<file path="config.mk">
export PLATFORM = sky130hd
export DESIGN_NAME = gtu_top
export DESIGN_NICKNAME = d
export VERILOG_FILES = /design/src/hw/gtu_pkg.sv /design/src/hw/gtu_pin_sync.sv /design/src/hw/gtu_timer.sv /design/src/hw/gtu_top.sv
export SDC_FILE = /design/constraint.sdc
export NUM_CORES = 1
export LEC_CHECK = 0
export ABC_CLOCK_PERIOD_IN_PS = 4400
export BUFFER_PORTS_ARGS = -buffer_cell sky130_fd_sc_hd__buf_2
export CORE_ASPECT_RATIO = 1.25
export CORE_MARGIN = 10
export CORE_UTILIZATION = 30
export DETAILED_ROUTE_END_ITERATION = 12
export GPL_ROUTABILITY_DRIVEN = 0
export PLACE_DENSITY_LB_ADDON = 0.05
export REMOVE_ABC_BUFFERS = 1
export SYNTH_ARGS = -nofsm -noshare
export SYNTH_HDL_FRONTEND = slang
export SYNTH_SLANG_ARGS = --single-unit
</file>
<file path="constraint.sdc">
create_clock -name hclk -period 4.4 [get_ports hclk]
set_input_delay 0.22 -clock hclk [delete_from_list [all_inputs] [get_ports hclk]]
set_output_delay 0.22 -clock hclk [all_outputs]
set_load 0.03 [all_outputs]
</file>
<file path="src/hw/gtu_pkg.sv">
// Constants and types shared by the general timer unit
package gtu_pkg;
    // Bus data width, decoded address bits and timer width
    localparam int GTU_DW = 32;
    localparam int GTU_AW = 8;
    localparam int GTU_TW = 16;
    // Register offsets; per-timer registers sit at base plus four times the index
    localparam logic [7:0] GTU_OFF_CTRL = 8'h00;
    localparam logic [7:0] GTU_OFF_CNT  = 8'h10;
    localparam logic [7:0] GTU_OFF_AUXR = 8'h20;
    localparam logic [7:0] GTU_OFF_STAT = 8'h30;
    localparam logic [7:0] GTU_OFF_MASK = 8'h34;
    // Control field positions
    localparam int GTU_F_MODE  = 0;
    localparam int GTU_F_PRE   = 2;
    localparam int GTU_F_RUN   = 5;
    localparam int GTU_F_DOWN  = 6;
    localparam int GTU_F_DPIN  = 7;
    localparam int GTU_F_CHAIN = 8;
    localparam int GTU_F_LEDGE = 9;
    localparam int GTU_F_ACT   = 11;
    localparam int GTU_F_CEDGE = 13;
    localparam int GTU_F_EXT   = 15;
    localparam int GTU_F_LATCH = 16;
    localparam int GTU_F_LKEY  = 17;
    localparam int GTU_CTRL_W  = 16;
    // Reset values
    localparam logic [15:0] GTU_CTRL_RST  = 16'h2000;
    localparam logic [15:0] GTU_CNT_RST   = 16'h0000;
    localparam logic [15:0] GTU_AUXR_RST  = 16'h0000;
    localparam logic        GTU_LATCH_RST = 1'b0;
    // Finest step as a power of two of CPU cycles, prescaler select width
    localparam int GTU_RES_LOG = 3;
    localparam int GTU_PRE_W   = 3;
    localparam int GTU_DIV_W   = GTU_RES_LOG + (1 << GTU_PRE_W) - 1;
    // Operating modes
    typedef enum logic [1:0] {
        GTU_M_TIMER   = 2'h0,
        GTU_M_GATED   = 2'h1,
        GTU_M_COUNTER = 2'h2,
        GTU_M_INCR    = 2'h3
    } gtu_mode_t;
    // Action of an auxiliary timer on the core timer
    typedef enum logic [1:0] {
        GTU_ACT_NONE    = 2'h0,
        GTU_ACT_RELOAD  = 2'h1,
        GTU_ACT_CAPTURE = 2'h2,
        GTU_ACT_RSVD    = 2'h3
    } gtu_act_t;
endpackage : gtu_pkg

</file>
<file path="src/hw/gtu_pin_sync.sv">
// Two-stage synchroniser for the timer pins with a delayed copy for edges
`timescale 1ns/10ps
module gtu_pin_sync
#(
    parameter int N = 2
)
(
    // Clock and reset
    input  wire logic         clk,
    input  wire logic         rst_n,
    // Pins and synchronised levels
    input  wire logic [N-1:0] pin_in,
    output logic      [N-1:0] lvl,
    output logic      [N-1:0] prv
);
    logic [N-1:0] meta_r;

    // Only the second stage reads the first
    always_ff @(posedge clk or negedge rst_n)
    begin
        if (!rst_n)
        begin
            meta_r <= '0;
            lvl    <= '0;
            prv    <= '0;
        end
        else
        begin
            meta_r <= pin_in;
            lvl    <= meta_r;
            prv    <= lvl;
        end
    end
endmodule : gtu_pin_sync

</file>
<file path="src/hw/gtu_timer.sv">
// One up/down timer with load priority and wrap pulse
`timescale 1ns/10ps
module gtu_timer
#(
    parameter int W = 16
)
(
    // Clock and reset
    input  wire logic         clk,
    input  wire logic         rst_n,
    // Step control
    input  wire logic         count_en,
    input  wire logic         down,
    // Load port
    input  wire logic         load_en,
    input  wire logic [W-1:0] load_val,
    // State
    output logic      [W-1:0] cnt,
    output logic              ovf
);
    if (W < 2 || W > 16) begin : g_chk
        $error("W must be 2 to 16");
    end

    // Load beats counting; wrap raises a one-cycle pulse
    always_ff @(posedge clk or negedge rst_n)
    begin
        if (!rst_n)
        begin
            cnt <= W'(16'h0000);
            ovf <= 1'b0;
        end
        else
        begin
            ovf <= 1'b0;
            if (load_en)
            begin
                cnt <= load_val;
            end
            else if (count_en)
            begin
                cnt <= down ? cnt - 1'b1 : cnt + 1'b1;
                ovf <= down ? (cnt == '0) : (&cnt);
            end
        end
    end
endmodule : gtu_timer

</file>
<file path="src/hw/gtu_top.sv">
// General timer unit: core timer, auxiliary timers and AHB-Lite registers
`timescale 1ns/10ps
module gtu_top
#(
    parameter int NUM_TMR = 3
)
(
    // Clock and reset
    input  wire logic                         hclk,
    input  wire logic                         hresetn,
    // AHB-Lite slave
    input  wire logic                         hsel,
    input  wire logic [31:0]                  haddr,
    input  wire logic [1:0]                   htrans,
    input  wire logic                         hwrite,
    input  wire logic [2:0]                   hsize,
    input  wire logic [gtu_pkg::GTU_DW-1:0]   hwdata,
    input  wire logic                         hready,
    output logic      [gtu_pkg::GTU_DW-1:0]   hrdata,
    output logic                              hreadyout,
    output logic                              hresp,
    // Timer pins
    input  wire logic [NUM_TMR-1:0]           count_input_pin,
    input  wire logic [NUM_TMR-1:0]           direction_input_pin,
    // Outputs to the chip
    output logic                              core_ovf_pulse,
    output logic                              core_toggle_latch,
    output logic                              irq
);
    import gtu_pkg::*;

    if (NUM_TMR < 2 || NUM_TMR > 4) begin : g_chk
        $error("NUM_TMR must be 2 to 4");
    end

    // ****************************************
    // Bus slave
    // ****************************************
    logic                acc;
    logic                wr_r;
    logic                rd_wait_r;
    logic [GTU_AW-1:0]   adr_r;
    logic [GTU_DW-1:0]   hrdata_r;
    logic [GTU_DW-1:0]   rd_mux;

    assign acc = hsel & htrans[1] & hready;

    // Address phase capture; reads take one wait state
    always_ff @(posedge hclk or negedge hresetn)
    begin
        if (!hresetn)
        begin
            wr_r      <= 1'b0;
            rd_wait_r <= 1'b0;
            adr_r     <= '0;
        end
        else
        begin
            wr_r      <= acc & hwrite;
            rd_wait_r <= acc & ~hwrite;
            if (acc)
            begin
                adr_r <= haddr[GTU_AW-1:0];
            end
        end
    end

    // Read data sampled in the wait state, so a preceding write is seen
    always_ff @(posedge hclk or negedge hresetn)
    begin
        if (!hresetn)
        begin
            hrdata_r <= '0;
        end
        else if (rd_wait_r)
        begin
            hrdata_r <= rd_mux;
        end
    end

    assign hrdata    = hrdata_r;
    assign hreadyout = ~rd_wait_r;
    assign hresp     = 1'b0;

    // ****************************************
    // Registers
    // ****************************************
    logic [GTU_CTRL_W-1:0] ctrl_r [NUM_TMR];
    logic [GTU_TW-1:0]     auxr_r [NUM_TMR];
    logic [GTU_TW-1:0]     cnt    [NUM_TMR];
    logic [GTU_TW-1:0]     ld_val [NUM_TMR];
    logic [NUM_TMR-1:0]    wr_ctrl;
    logic [NUM_TMR-1:0]    wr_cnt;
    logic [NUM_TMR-1:0]    wr_auxr;
    logic [NUM_TMR-1:0]    stat_r;
    logic [NUM_TMR-1:0]    mask_r;
    logic [NUM_TMR-1:0]    ovf;
    logic [NUM_TMR-1:0]    count_en;
    logic [NUM_TMR-1:0]    down;
    logic [NUM_TMR-1:0]    ld_en;
    logic [NUM_TMR-1:0]    rld_req;
    logic [NUM_TMR-1:0]    cap_req;
    logic                  wr_stat;
    logic                  wr_mask;
    logic                  lat_r;
    logic                  lat_wr;
    logic                  lat_rise;
    logic                  lat_fall;
    logic                  rld_any;
    logic [GTU_TW-1:0]     rld_val;

    // Write strobes in the data phase
    for (genvar i = 0; i < NUM_TMR; i++)
    begin : g_dec
        assign wr_ctrl[i] = wr_r && adr_r == GTU_OFF_CTRL + 8'(4 * i);
        assign wr_cnt[i]  = wr_r && adr_r == GTU_OFF_CNT + 8'(4 * i);
        assign wr_auxr[i] = wr_r && adr_r == GTU_OFF_AUXR + 8'(4 * i);
    end
    assign wr_stat = wr_r && adr_r == GTU_OFF_STAT;
    assign wr_mask = wr_r && adr_r == GTU_OFF_MASK;

    // Control registers
    always_ff @(posedge hclk or negedge hresetn)
    begin
        if (!hresetn)
        begin
            for (int k = 0; k < NUM_TMR; k++)
            begin
                ctrl_r[k] <= GTU_CTRL_RST;
            end
        end
        else
        begin
            for (int k = 0; k < NUM_TMR; k++)
            begin
                if (wr_ctrl[k])
                begin
                    ctrl_r[k] <= hwdata[GTU_CTRL_W-1:0];
                end
            end
        end
    end

    // Reload/capture registers; software beats a capture
    always_ff @(posedge hclk or negedge hresetn)
    begin
        if (!hresetn)
        begin
            for (int k = 0; k < NUM_TMR; k++)
            begin
                auxr_r[k] <= GTU_AUXR_RST;
            end
        end
        else
        begin
            for (int k = 0; k < NUM_TMR; k++)
            begin
                if (wr_auxr[k])
                begin
                    auxr_r[k] <= hwdata[GTU_TW-1:0];
                end
                else if (cap_req[k])
                begin
                    auxr_r[k] <= cnt[0];
                end
            end
        end
    end

    // Core toggle latch: keyed write only, else toggles on core wrap
    assign lat_wr   = wr_ctrl[0] & hwdata[GTU_F_LKEY];
    assign lat_rise = ovf[0] & ~lat_r & ~lat_wr;
    assign lat_fall = ovf[0] & lat_r & ~lat_wr;

    always_ff @(posedge hclk or negedge hresetn)
    begin
        if (!hresetn)
        begin
            lat_r <= GTU_LATCH_RST;
        end
        else if (lat_wr)
        begin
            lat_r <= hwdata[GTU_F_LATCH];
        end
        else if (ovf[0])
        begin
            lat_r <= ~lat_r;
        end
    end

    // Sticky flags, write one to clear, a new wrap wins; mask register
    always_ff @(posedge hclk or negedge hresetn)
    begin
        if (!hresetn)
        begin
            stat_r <= '0;
            mask_r <= '0;
        end
        else
        begin
            stat_r <= (stat_r & ~({NUM_TMR{wr_stat}} & hwdata[NUM_TMR-1:0])) | ovf;
            if (wr_mask)
            begin
                mask_r <= hwdata[NUM_TMR-1:0];
            end
        end
    end

    assign irq               = |(stat_r & mask_r);
    assign core_ovf_pulse    = ovf[0];
    assign core_toggle_latch = lat_r;

    // Read multiplexer, unmapped reads return zero
    always_comb
    begin
        rd_mux = '0;
        for (int k = 0; k < NUM_TMR; k++)
        begin
            if (adr_r == GTU_OFF_CTRL + 8'(4 * k))
                rd_mux[GTU_CTRL_W-1:0] = ctrl_r[k];
            if (adr_r == GTU_OFF_CNT + 8'(4 * k))
                rd_mux[GTU_TW-1:0] = cnt[k];
            if (adr_r == GTU_OFF_AUXR + 8'(4 * k))
                rd_mux[GTU_TW-1:0] = auxr_r[k];
        end
        if (adr_r == GTU_OFF_CTRL)
            rd_mux[GTU_F_LATCH] = lat_r;
        if (adr_r == GTU_OFF_STAT)
            rd_mux[NUM_TMR-1:0] = stat_r;
        if (adr_r == GTU_OFF_MASK)
            rd_mux[NUM_TMR-1:0] = mask_r;
    end

    // ****************************************
    // Timing base and pins
    // ****************************************
    logic [GTU_DIV_W-1:0] div_r;
    logic                 base_tick;
    logic [NUM_TMR-1:0]   cin_lvl;
    logic [NUM_TMR-1:0]   cin_prv;
    logic [NUM_TMR-1:0]   din_lvl;
    logic [NUM_TMR-1:0]   din_prv;

    // Free-running prescaler; base tick every eight cycles
    always_ff @(posedge hclk or negedge hresetn)
    begin
        if (!hresetn)
            div_r <= '0;
        else
            div_r <= div_r + 1'b1;
    end
    assign base_tick = &div_r[GTU_RES_LOG-1:0];

    gtu_pin_sync #(.N(2 * NUM_TMR)) gtu_pin_sync_i (
        .clk    (hclk),
        .rst_n  (hresetn),
        .pin_in ({direction_input_pin, count_input_pin}),
        .lvl    ({din_lvl, cin_lvl}),
        .prv    ({din_prv, cin_prv})
    );

    // Core reload source, lowest auxiliary index wins
    always_comb
    begin
        rld_any = 1'b0;
        rld_val = auxr_r[0];
        for (int j = NUM_TMR - 1; j > 0; j--)
        begin
            if (rld_req[j])
            begin
                rld_any = 1'b1;
                rld_val = auxr_r[j];
            end
        end
    end

    for (genvar i = 0; i < NUM_TMR; i++)
    begin : g_tmr
        gtu_mode_t            mode;
        gtu_act_t             act;
        logic [GTU_PRE_W-1:0] pre;
        logic [GTU_DIV_W-1:0] pmask;
        logic                 run;
        logic                 chain;
        logic                 pre_tick;
        logic                 cev;
        logic                 qstep;
        logic                 lev;
        logic                 ev;
        logic                 trig;
        logic                 pend_r;
        logic                 qdn_r;

        // Field decode per timer
        assign mode  = gtu_mode_t'(ctrl_r[i][GTU_F_MODE +: 2]);
        assign pre   = ctrl_r[i][GTU_F_PRE +: GTU_PRE_W];
        assign run   = ctrl_r[i][GTU_F_RUN];
        assign chain = (i != 0) && ctrl_r[i][GTU_F_CHAIN];
        assign act   = (i == 0) ? GTU_ACT_NONE : gtu_act_t'(ctrl_r[i][GTU_F_ACT +: 2]);
        assign pmask = GTU_DIV_W'(((1 << GTU_RES_LOG) << pre) - 1);
        assign pre_tick = (div_r & pmask) == pmask;

        // Pin edges, quadrature steps and latch transitions
        assign cev = (ctrl_r[i][GTU_F_CEDGE] & cin_lvl[i] & ~cin_prv[i])
                   | (ctrl_r[i][GTU_F_CEDGE + 1] & ~cin_lvl[i] & cin_prv[i]);
        assign qstep = (cin_lvl[i] ^ cin_prv[i]) | (din_lvl[i] ^ din_prv[i]);
        assign lev = (ctrl_r[i][GTU_F_LEDGE] & lat_rise)
                   | (ctrl_r[i][GTU_F_LEDGE + 1] & lat_fall);
        assign ev = chain ? lev
                  : (mode == GTU_M_COUNTER) ? cev
                  : (mode == GTU_M_INCR) ? qstep : 1'b0;

        // Events wait for the next base tick; a new event beats the consume
        always_ff @(posedge hclk or negedge hresetn)
        begin
            if (!hresetn)
            begin
                pend_r <= 1'b0;
                qdn_r  <= 1'b0;
            end
            else if (ev)
            begin
                pend_r <= 1'b1;
                qdn_r  <= ~(cin_lvl[i] ^ din_prv[i]);
            end
            else if (base_tick)
            begin
                pend_r <= 1'b0;
            end
        end

        // Step enable and direction
        assign count_en[i] = run & ((chain || mode == GTU_M_COUNTER || mode == GTU_M_INCR)
                           ? pend_r & base_tick
                           : pre_tick & (mode == GTU_M_TIMER | cin_lvl[i]));
        assign down[i] = (mode == GTU_M_INCR && !chain)
                       ? qdn_r ^ ctrl_r[i][GTU_F_DOWN]
                       : ctrl_r[i][GTU_F_DOWN] ^ (ctrl_r[i][GTU_F_DPIN] & din_lvl[i]);

        // Reload or capture of the core timer
        assign trig       = ctrl_r[i][GTU_F_EXT] ? cev : lev;
        assign rld_req[i] = trig & (act == GTU_ACT_RELOAD);
        assign cap_req[i] = trig & (act == GTU_ACT_CAPTURE);
        assign ld_en[i]   = wr_cnt[i] | ((i == 0) & rld_any);
        assign ld_val[i]  = wr_cnt[i] ? hwdata[GTU_TW-1:0] : rld_val;

        gtu_timer #(.W(GTU_TW)) gtu_timer_i (
            .clk      (hclk),
            .rst_n    (hresetn),
            .count_en (count_en[i]),
            .down     (down[i]),
            .load_en  (ld_en[i]),
            .load_val (ld_val[i]),
            .cnt      (cnt[i]),
            .ovf      (ovf[i])
        );

    end
endmodule : gtu_top

</file>
==> metrics, run 1 <==
CTS tree built; clock sinks approximately 220; # setup viols final 0; Critical Path AT 4300 ps; Final TNS setup 0 ps; critical path launch point ctrl_r[8]; crit path time final about 3800 ps; Crit Reg-Reg Startpoint ctrl_r[8]; Die Height ~250 um; max cap viols 0; Post-Syn Instances 1,320; Hold Crit Start hwdata[6]; slowest stage delay, CP 450 ps; P_leak approximately 6.3 nW; final worst-path cycle share between 80 and 90%; Final Hold Viols 0; Die Area between 50,000 and 60,000 um2; Required @ worst endpoint 4870 ps; io pins between 100 and 150; Worst Setup End Kind register; remaining antenna violation count 0; Crit Path Class register to register; Setup Fix Bufs, Post-CTS 0; DR vias 10,430; PortBufs just under 60; Worst-path clk slew around 60 ps; Post-synth EDFFs 0; FF-to-FF End g_tmr[2].gtu_timer_i.cnt[14]; Netlist cell types 77; Critical-path top delay cell inv_1; first-pass GRT wire length around 70 mm; FF-to-FF setup slack just under 600 ps; status finished clean; layout cell share with drive strength beyond 1 between 15 and 20%; worst-margin pin slew roughly 1200 ps; FP Rows 84; CP Launch Type register; worst hold path type input port to register; H-tree depth 1; Routed WL 46.54 mm; CTS Buf Count 27; Final Skew roughly 14 ps; FF-to-FF path depth 16; met1 wire length approximately 21 mm; wire length on met2 about 22 mm; Hold-fix buffers, CTS 19; sequential cell area fraction in the yosys report between 40 and 50%; Min Hold Slack a little under 50 ps; Remaining DRCs 0; mapped cell area approximately 13,000 um2; vias per inst 5.320; vias in the first global route ~11,000; warnings from Yosys 0; RSZ-0062 raised after global routing false; hold endpoint auxr_r[6]; Initial DRC Count ~660; Core Area ~42,000 um2; CTS resizes 0; WL met3 ~1.7 mm; Routed WL per cell between 20 and 25 um; WHS Path Cells 3; Max Used Layer met4; CP Max Fanout 16; Fmax 0.2615 GHz; Max VDD drop 0.2773 mV; n_diodes 0; initial antenna violation count 0; Primary FF master, synth dfrtp_1; critical path cell sequence inv_1 -> a31oi_1 -> a41oi_1 -> xor2_1 -> buf_4 -> inv_1 -> ha_1 -> nor2b_1 -> o21ai_0 -> a21oi_1 -> o2111ai_1 -> a21boi_1 -> o31ai_1 -> xnor2_1 -> mux2i_1 -> a21oi_1; Die Wd 204.1 um; Slew HR 19.59%; Initial Util roughly 30%; first drt pass iteration count 8; Final Slew Violations 0; Clock Latency Late Sink 560 ps; CTS root buffer clkbuf_16; Post-synth ARST share 100.0%; Tot GR Track Use between 10% and 20%; pin count of the biggest net entering global routing roughly 120; Final nets 1,512; Pwr per Cell Area 583.2 nW/um2; Post-DP HPWL 33.46 mm; Synth Register Bits 215; clk buf depth 3; area growth from synthesis to layout 14.75%; syn avg cell area between 9 and 10 um2; GRT overflow 0
[cell type report]
| class | count | area, um2 |
|---|---|---|
| fillers | 4325 | 27360 |
| flip-flops and latches | 215 | 5384 |
| clock inverters | 9 | 102.6 |
| well taps | 559 | 699.4 |
| repair buffers | 110 | 738.2 |
| clock buffers | 41 | 768.2 |
| inverters | 30 | 112.6 |
| multi-input cells | 997 | 6773 |
[sequential cells by signal (all words and copies together), names as in the netlist]
name / flops
rd_wait_r: 1
mask_r: 3
hrdata: 17
gtu_pin_sync_i.prv: 6
gtu_pin_sync_i.meta_r: 6
g_tmr.gtu_timer_i.ovf: 3
g_tmr.pend_r: 3
gtu_pin_sync_i.lvl: 6
div_r: 10
auxr_r: 48
wr_r: 1
stat_r: 3
adr_r: 8
g_tmr.gtu_timer_i.cnt: 48
ctrl_r: 48
g_tmr.qdn_r: 3
core_toggle_latch: 1
[metrics by stage]
stage          area, um2  util, %  power [mW]  cells  setup WS, ps
2_1_floorplan      12260        -       5.180   1242         777.5
3_3_place_gp       13520    32.23       6.264   1892         594.9
3_5_place_dp       13520    32.23       6.277   1892         583.6
4_1_cts            14580    34.76       8.583   1961         573.6
5_1_grt            14580    34.76       9.111   1961         145.5
6_report           14580    34.76       8.502   1961         576.2
[Yosys cell counts, types with 16 or more instances]
cell type	count	area, um2
nor3_1	22	110.1
nand4_1	19	118.9
dfrtp_1	212	5305
a222oi_1	17	170.2
inv_1	30	112.6
mux2_2	81	912.1
buf_2	17	85.08
mux2i_1	41	410.4
ha_1	48	600.6
nand2_1	82	307.8
nor4_1	17	106.4
o21ai_0	81	405.4
buf_4	23	172.7
nand3_1	27	135.1
a31oi_1	32	200.2
xnor2_1	29	254.0
a21o_1	16	120.1
a22oi_1	29	217.7
xor2_1	23	201.4
a21oi_1	115	575.6
clkbuf_1	42	157.7
nor2_1	151	566.8
[critical path, delay by kind of cell (launching register included)]
family          cells  cell delay, ps
flops               1             400
compound gates      8            1710
simple gates        1             150
buf+inv             3             740
fa+ha+maj           1             380
mux                 1              90
xor+xnor            2             270
[power by group]
group / total, mW / internal, mW / switching (mW)
Clock: 2.25 / 1.32 / 0.928
Sequential: 3.30 / 2.45 / 0.847
Combinational: 2.96 / 1.31 / 1.64
Total: 8.50 / 5.08 / 3.42
[worst max-delay path by stage]
stage | endpoint | slack (ps) | depth (start not counted)
6_report | g_tmr[2].gtu_timer_i.cnt[14] | 580 | 16
3_3_place_gp | g_tmr[2].gtu_timer_i.cnt[15] | 590 | 16
2_1_floorplan | g_tmr[1].gtu_timer_i.cnt[15] | 780 | 15
4_1_cts | g_tmr[1].gtu_timer_i.cnt[15] | 570 | 15
3_5_place_dp | g_tmr[2].gtu_timer_i.cnt[13] | 580 | 16
5_1_grt | g_tmr[2].gtu_timer_i.cnt[14] | 150 | 16
[layer usage]
layer | global-route usage [%] | vias up
met5 | 0 | -
met4 | 6.654 | 0
met3 | 1.873 | 63
met2 | 29.65 | 214
met1 | 24.00 | 5217
li1 | - | 4939
[cell families (layout without fill, tap and decap cells)]
group / count (synthesis) / in the layout / share of synthesized area [%]
AO/OA/AOI/OAI: 373 / 373 / 19.32
buffers and inverters: 123 / 190 / 4.806
multiplexers: 122 / 122 / 10.41
XOR/XNOR: 52 / 52 / 3.585
adder cells (fa/ha/maj): 51 / 51 / 5.200
flip-flops: 215 / 215 / 42.38
other: 1 / 16 / 0.02952
AND/OR/NAND/NOR: 383 / 383 / 14.26
[placed cells by master, fill, tap and decap left out, types with 30 or more instances in the layout]
cell type  netlist  layout
nor2_1         151     151
mux2i_1         41      41
a21oi_1        115     113
buf_4           23      33
buf_2           17      57
inv_1           30      30
dfrtp_1        212     212
nand2_1         82      82
mux2_2          81      81
o21ai_0         81      81
ha_1            48      48
a31oi_1         32      32
Note: power is estimated with default switching activity, not from simulation.
==> run 2: changes to the inputs <==
--- a/config.mk
+++ b/config.mk
@@ -12,6 +12,7 @@
 export CORE_UTILIZATION = 30
 export DETAILED_ROUTE_END_ITERATION = 12
 export GPL_ROUTABILITY_DRIVEN = 0
+export MAX_ROUTING_LAYER = met4
 export PLACE_DENSITY_LB_ADDON = 0.05
 export REMOVE_ABC_BUFFERS = 1
 export SYNTH_ARGS = -nofsm -noshare
==> metrics, run 2 (synthesis gave the netlist of run 1 again) <==
status finished clean; final worst-path cycle share roughly 86%; Tot GR Track Use 18.55%; clk buf depth 3; Clock power frac about a quarter; Worst-path clk slew 60 ps; max cap viols 0; initial antenna violation count 0; most frequent cells in the layout 212 x dfrtp_1, 151 x nor2_1, 113 x a21oi_1; Filler Cell Count 4,325; CTS Buf Count 27; Worst Setup End Kind register; Post-DP HPWL 33.46 mm; Finished Layout Cells around 2,000; Final TNS setup 0 ps; remaining antenna violation count 0; CP Max Fanout 16; clock sinks about 220; final worst slack between 500 and 600 ps; Die Wd around 200 um; Max VDD drop ~0.28 mV; Final nets ~1,500; Die Height 250.1 um; P_leak ~6.3 nW; RSZ-0062 raised after global routing false; vias per inst around 5.4; Critical Path AT about 4300 ps; Initial DRC Count 588; NetSw ~3.4 mW; CTS resizes 0; io pins 117; DR vias between 10,000 and 15,000; Die Area a little over 50,000 um2; Comb pwr share a little over a third; worst-margin pin slew approximately 1300 ps; Final Slew Violations 0; Internal slightly above 5 mW; Final Skew approximately 18 ps; CTS tree built; Initial Util 30.29%; Largest regs auxr_r (48), ctrl_r (48), g_tmr.gtu_timer_i.cnt (48); PortBufs a little under 60; FF/Latch Area approximately 5400 um2; Final Hold Viols 0; Pwr per Cell Area approximately 600 nW/um2; Remaining DRCs 0; pin count of the biggest net entering global routing between 100 and 150; # setup viols final 0; pre-CTS setup slack between 500 and 600 ps; Core Area between 40,000 and 50,000 um2; Clock Latency Late Sink around 560 ps; Sw Share 40.23%; critical path cell sequence inv_1 -> a31oi_1 -> a41oi_1 -> xor2_1 -> buf_4 -> inv_1 -> ha_1 -> nor2b_1 -> o21ai_0 -> a21oi_1 -> o2111ai_1 -> a21boi_1 -> o31ai_1 -> xnor2_1 -> mux2i_1 -> a21oi_1; first drt pass iteration count 5; Setup Fix Bufs, Post-CTS 0; slowest stage delay, CP approximately 440 ps; Multi-input gate area ~6800 um2; first-pass GRT wire length between 70 and 80 mm; Slew HR about 16%; layout cell share with drive strength beyond 1 17.12%; n_diodes 0; vias in the first global route ~11,000; Required @ worst endpoint a little under 5000 ps; GRT overflow 0; Hold-fix buffers, CTS 19; Fmax approximately 0.26 GHz; worst hold path type input port to register; CP Launch Type register; most common cell after layout, fill and taps aside dfrtp_1; Flop pwr share approximately 39%; Crit Path Class register to register; FP Rows 84; area growth from synthesis to layout 14.75%; Critical-path top delay cell inv_1; H-tree depth 1; Routed WL around 47 mm; crit path time final 3801 ps; Placed Cells between 1,500 and 2,000; CTS root buffer clkbuf_16; Routed WL per cell 23.72 um
run 2: metal layers:
layer / global-route usage (%) / routed length [um] / up-vias
met3: 1.821 / 1628 / 62
li1: - / - / 4940
met4: 6.209 / 1445 / 0
met5: - / 0 / -
met2: 29.92 / 22480 / 213
met1: 23.93 / 20960 / 5281
run 2: final timing paths:
check,startpoint,end,slack [ps],cells past startpoint
setup / recovery,ctrl_r[8],g_tmr[2].gtu_timer_i.cnt[14],600,16
hold / removal,hwdata[6],auxr_r[6],50,3
setup reg to reg,ctrl_r[8],g_tmr[2].gtu_timer_i.cnt[14],600,16
hold reg to reg,gtu_pin_sync_i.meta_r[3],gtu_pin_sync_i.lvl[3],350,0
max in group asynchronous,hresetn,auxr_r[11],2860,3
min in group asynchronous,hresetn,div_r[1],340,2
run 2: critical path: cells and delay by family, from the launching register on:
kind                       cells  cell delay [ps]
AOI/OAI and AO/OA              8             1690
buffers and inverters          3              720
DFF                            1              400
adders and majority gates      1              380
xor gates and xnor gates       2              270
and+or+nand+nor                1              150
muxes                          1               90
run 2: layout make-up:
class | count | area share, %
Tap cell | 559 | 4.798
Inverter | 30 | 0.7725
Sequential cell | 215 | 36.93
Timing Repair Buffer | 110 | 5.064
Clock inverter | 9 | 0.7038
Multi-Input combinational cell | 997 | 46.46
Clock buffer | 41 | 5.270
run 2: power by group through the flow:
stage | sequential, mW | combinational, mW | clock [mW]
3_3_place_gp | 3.32 | 2.94 | 0
3_5_place_dp | 3.33 | 2.95 | 0
2_1_floorplan | 2.96 | 2.22 | 0
4_1_cts | 3.29 | 2.98 | 2.31
6_report | 3.30 | 2.95 | 2.25
5_1_grt | 3.36 | 3.36 | 2.39
run 2: stage by stage:
| step | util [%] | power [mW] | area (um2) | hold slack (ps) |
|---|---|---|---|---|
| 2_1_floorplan | - | 5.180 | 12260 | -75.59 |
| 6_report | 34.76 | 8.501 | 14580 | 46.92 |
| 5_1_grt | 34.76 | 9.111 | 14580 | 55.84 |
| 3_5_place_dp | 32.23 | 6.277 | 13520 | 329.4 |
| 4_1_cts | 34.76 | 8.583 | 14580 | 17.50 |
| 3_3_place_gp | 32.23 | 6.264 | 13520 | 328.3 |
==> run 3: changes to the inputs <==
--- a/config.mk
+++ b/config.mk
@@ -12,9 +12,9 @@
 export CORE_UTILIZATION = 30
 export DETAILED_ROUTE_END_ITERATION = 12
 export GPL_ROUTABILITY_DRIVEN = 0
-export MAX_ROUTING_LAYER = met4
 export PLACE_DENSITY_LB_ADDON = 0.05
 export REMOVE_ABC_BUFFERS = 1
+export SETUP_SLACK_MARGIN = 0.15
 export SYNTH_ARGS = -nofsm -noshare
 export SYNTH_HDL_FRONTEND = slang
 export SYNTH_SLANG_ARGS = --single-unit
==> metrics, run 3 (synthesis gave the netlist of run 1 again) <==
clk buf depth 3; Sw Share around two fifths; layout cell share with drive strength beyond 1 approximately 18%; FF/Latch Area around 5400 um2; Critical-path top delay cell dfrtp_1; io pins 117; Final TNS setup 0 ps; Flop pwr share around two fifths; WP buf/inv 3; FP Rows 84; Worst Setup End Kind register; pin count of the biggest net entering global routing ~120; Pwr per Cell Area about 600 nW/um2; crit path time final about 3800 ps; Initial DRC Count 580; Finished Layout Cells about 2,000; Post-DP HPWL 33.46 mm; Clock Latency Late Sink around 560 ps; Core Area around 42,000 um2; n_diodes 0; Final Slew Violations 0; Largest regs auxr_r (48), ctrl_r (48), g_tmr.gtu_timer_i.cnt (48); Power Total between 8 and 9 mW; Fmax around 0.26 GHz; RSZ-0062 raised after global routing false; NetSw between 3 and 4 mW; CP Max Fanout 12; Min Hold Slack 44.58 ps; Final nets 1,519; first drt pass iteration count 8; CP Launch Type register; vias per inst ~5.3; CTS tree built; remaining antenna violation count 0; first-pass GRT wire length approximately 70 mm; max cap viols 0; clock sinks between 200 and 250; Routed WL per cell between 20 and 25 um; design area around 15,000 um2; DR vias about 10,000; PortBufs 58; Max VDD drop 0.2763 mV; slowest stage delay, CP roughly 520 ps; critical path cell sequence a21oi_1 -> a31oi_1 -> xor2_1 -> buf_4 -> inv_1 -> buf_4 -> ha_1 -> o21a_1 -> a21oi_2 -> o21ai_1 -> nand4_1 -> nand2_1 -> a21o_1 -> a2111oi_0 -> nor3_1 -> o22a_1; Critical Path AT 4260 ps; Slew HR between 15 and 20%; P_leak around 6.3 nW; # setup viols final 0; Filler Cell Count 4,323; Post-DP Area 13,520 um2; final worst-path cycle share 86.64%; Routed WL ~47 mm; Initial Util 30.29%; Placed Cells approximately 1,900; GRT overflow 0; Worst-path clk slew approximately 70 ps; Tot GR Track Use 18.05%; Comb pwr share a little over a third; Crit Path Class register to register; worst hold path type input port to register; worst-margin pin slew around 1300 ps; Multi-input gate area about 6800 um2; most frequent cells in the layout 212 x dfrtp_1, 151 x nor2_1, 113 x a21oi_1; most used cell, CP buf_4; most common cell after layout, fill and taps aside dfrtp_1; Die Wd between 200 and 250 um; Remaining DRCs 0; Required @ worst endpoint 4840 ps; vias in the first global route 10,610; status finished clean; CTS root buffer clkbuf_16; Internal approximately 5.1 mW; Die Area between 50,000 and 60,000 um2; area growth from synthesis to layout 15.20%; Crit path max-delay family compound AO/OA/AOI/OAI gates; H-tree depth 1; CTS Buf Count 27; Die Height 250.1 um; Final Skew around 14 ps; Final Hold Viols 0; Clock power frac 26.4%; initial antenna violation count 0
run 3: changes by cell type in the layout (fill, tap and decap cells not counted):
cell,before,now
buf_4,33,40
clkinvlp_4,0,1
inv_1,30,29
run 3: final cells by class:
cell class / count / share of cell area (%)
Sequential cell: 215 / 36.79
Tap cell: 559 / 4.779
Clock buffer: 41 / 5.250
Multi-Input combinational cell: 997 / 46.28
Inverter: 30 / 0.7951
Clock inverter: 9 / 0.7011
Timing Repair Buffer: 117 / 5.404
run 3: tightest hold or removal path: stages:
cell and delay, ps:
buf_2 190, nand2_1 80, o21ai_0 70
run 3: what timing repair did:
item	CTS	global route
hold buffers	19	0
gates resized for setup	0	1
endpoints found under the setup margin	0	1
setup buffers	0	7
endpoints found under the hold margin	128	0
run 3: final timing paths:
| check | startpoint | to | slack [ps] | cells past startpoint |
|---|---|---|---|---|
| max | ctrl_r[32] | g_tmr[0].gtu_timer_i.cnt[13] | 590 | 16 |
| min | hwdata[6] | auxr_r[6] | 40 | 3 |
| max reg2reg | ctrl_r[32] | g_tmr[0].gtu_timer_i.cnt[13] | 590 | 16 |
| min reg2reg | gtu_pin_sync_i.meta_r[3] | gtu_pin_sync_i.lvl[3] | 350 | 0 |
| max in group asynchronous | hresetn | g_tmr[0].gtu_timer_i.cnt[9] | 2820 | 3 |
| min in group asynchronous | hresetn | div_r[1] | 340 | 2 |
run 3: through the flow:
| stage | utilization [%] | worst slack [ps] |
|---|---|---|
| after floorplan | - | 777.5 |
| after global placement | 32.23 | 594.9 |
| after detailed placement | 32.23 | 583.6 |
| after CTS | 34.76 | 573.6 |
| after global routing | 34.90 | 296.3 |
| final | 34.90 | 587.8 |
run 3: layer usage:
layer / wire, um / vias up / GRT usage (%) / part of all wire [%]
met1: 21080 / 5242 / 24.00 / 45
li1: - / 4952 / - / -
met2: 22170 / 205 / 29.65 / 48
met5: 0 / - / 0 / 0
met4: 1600 / 0 / 6.654 / 3.4
met3: 1741 / 63 / 1.873 / 3.7
run 3: power by group through the flow:
stage / Combinational [mW] / Clock (mW) / Sequential, mW
floorplan: 2.22 / 0 / 2.96
global placement: 2.94 / 0 / 3.32
detailed placement: 2.95 / 0 / 3.33
CTS: 2.98 / 2.31 / 3.29
global route: 3.38 / 2.38 / 3.37
finish: 2.97 / 2.25 / 3.30
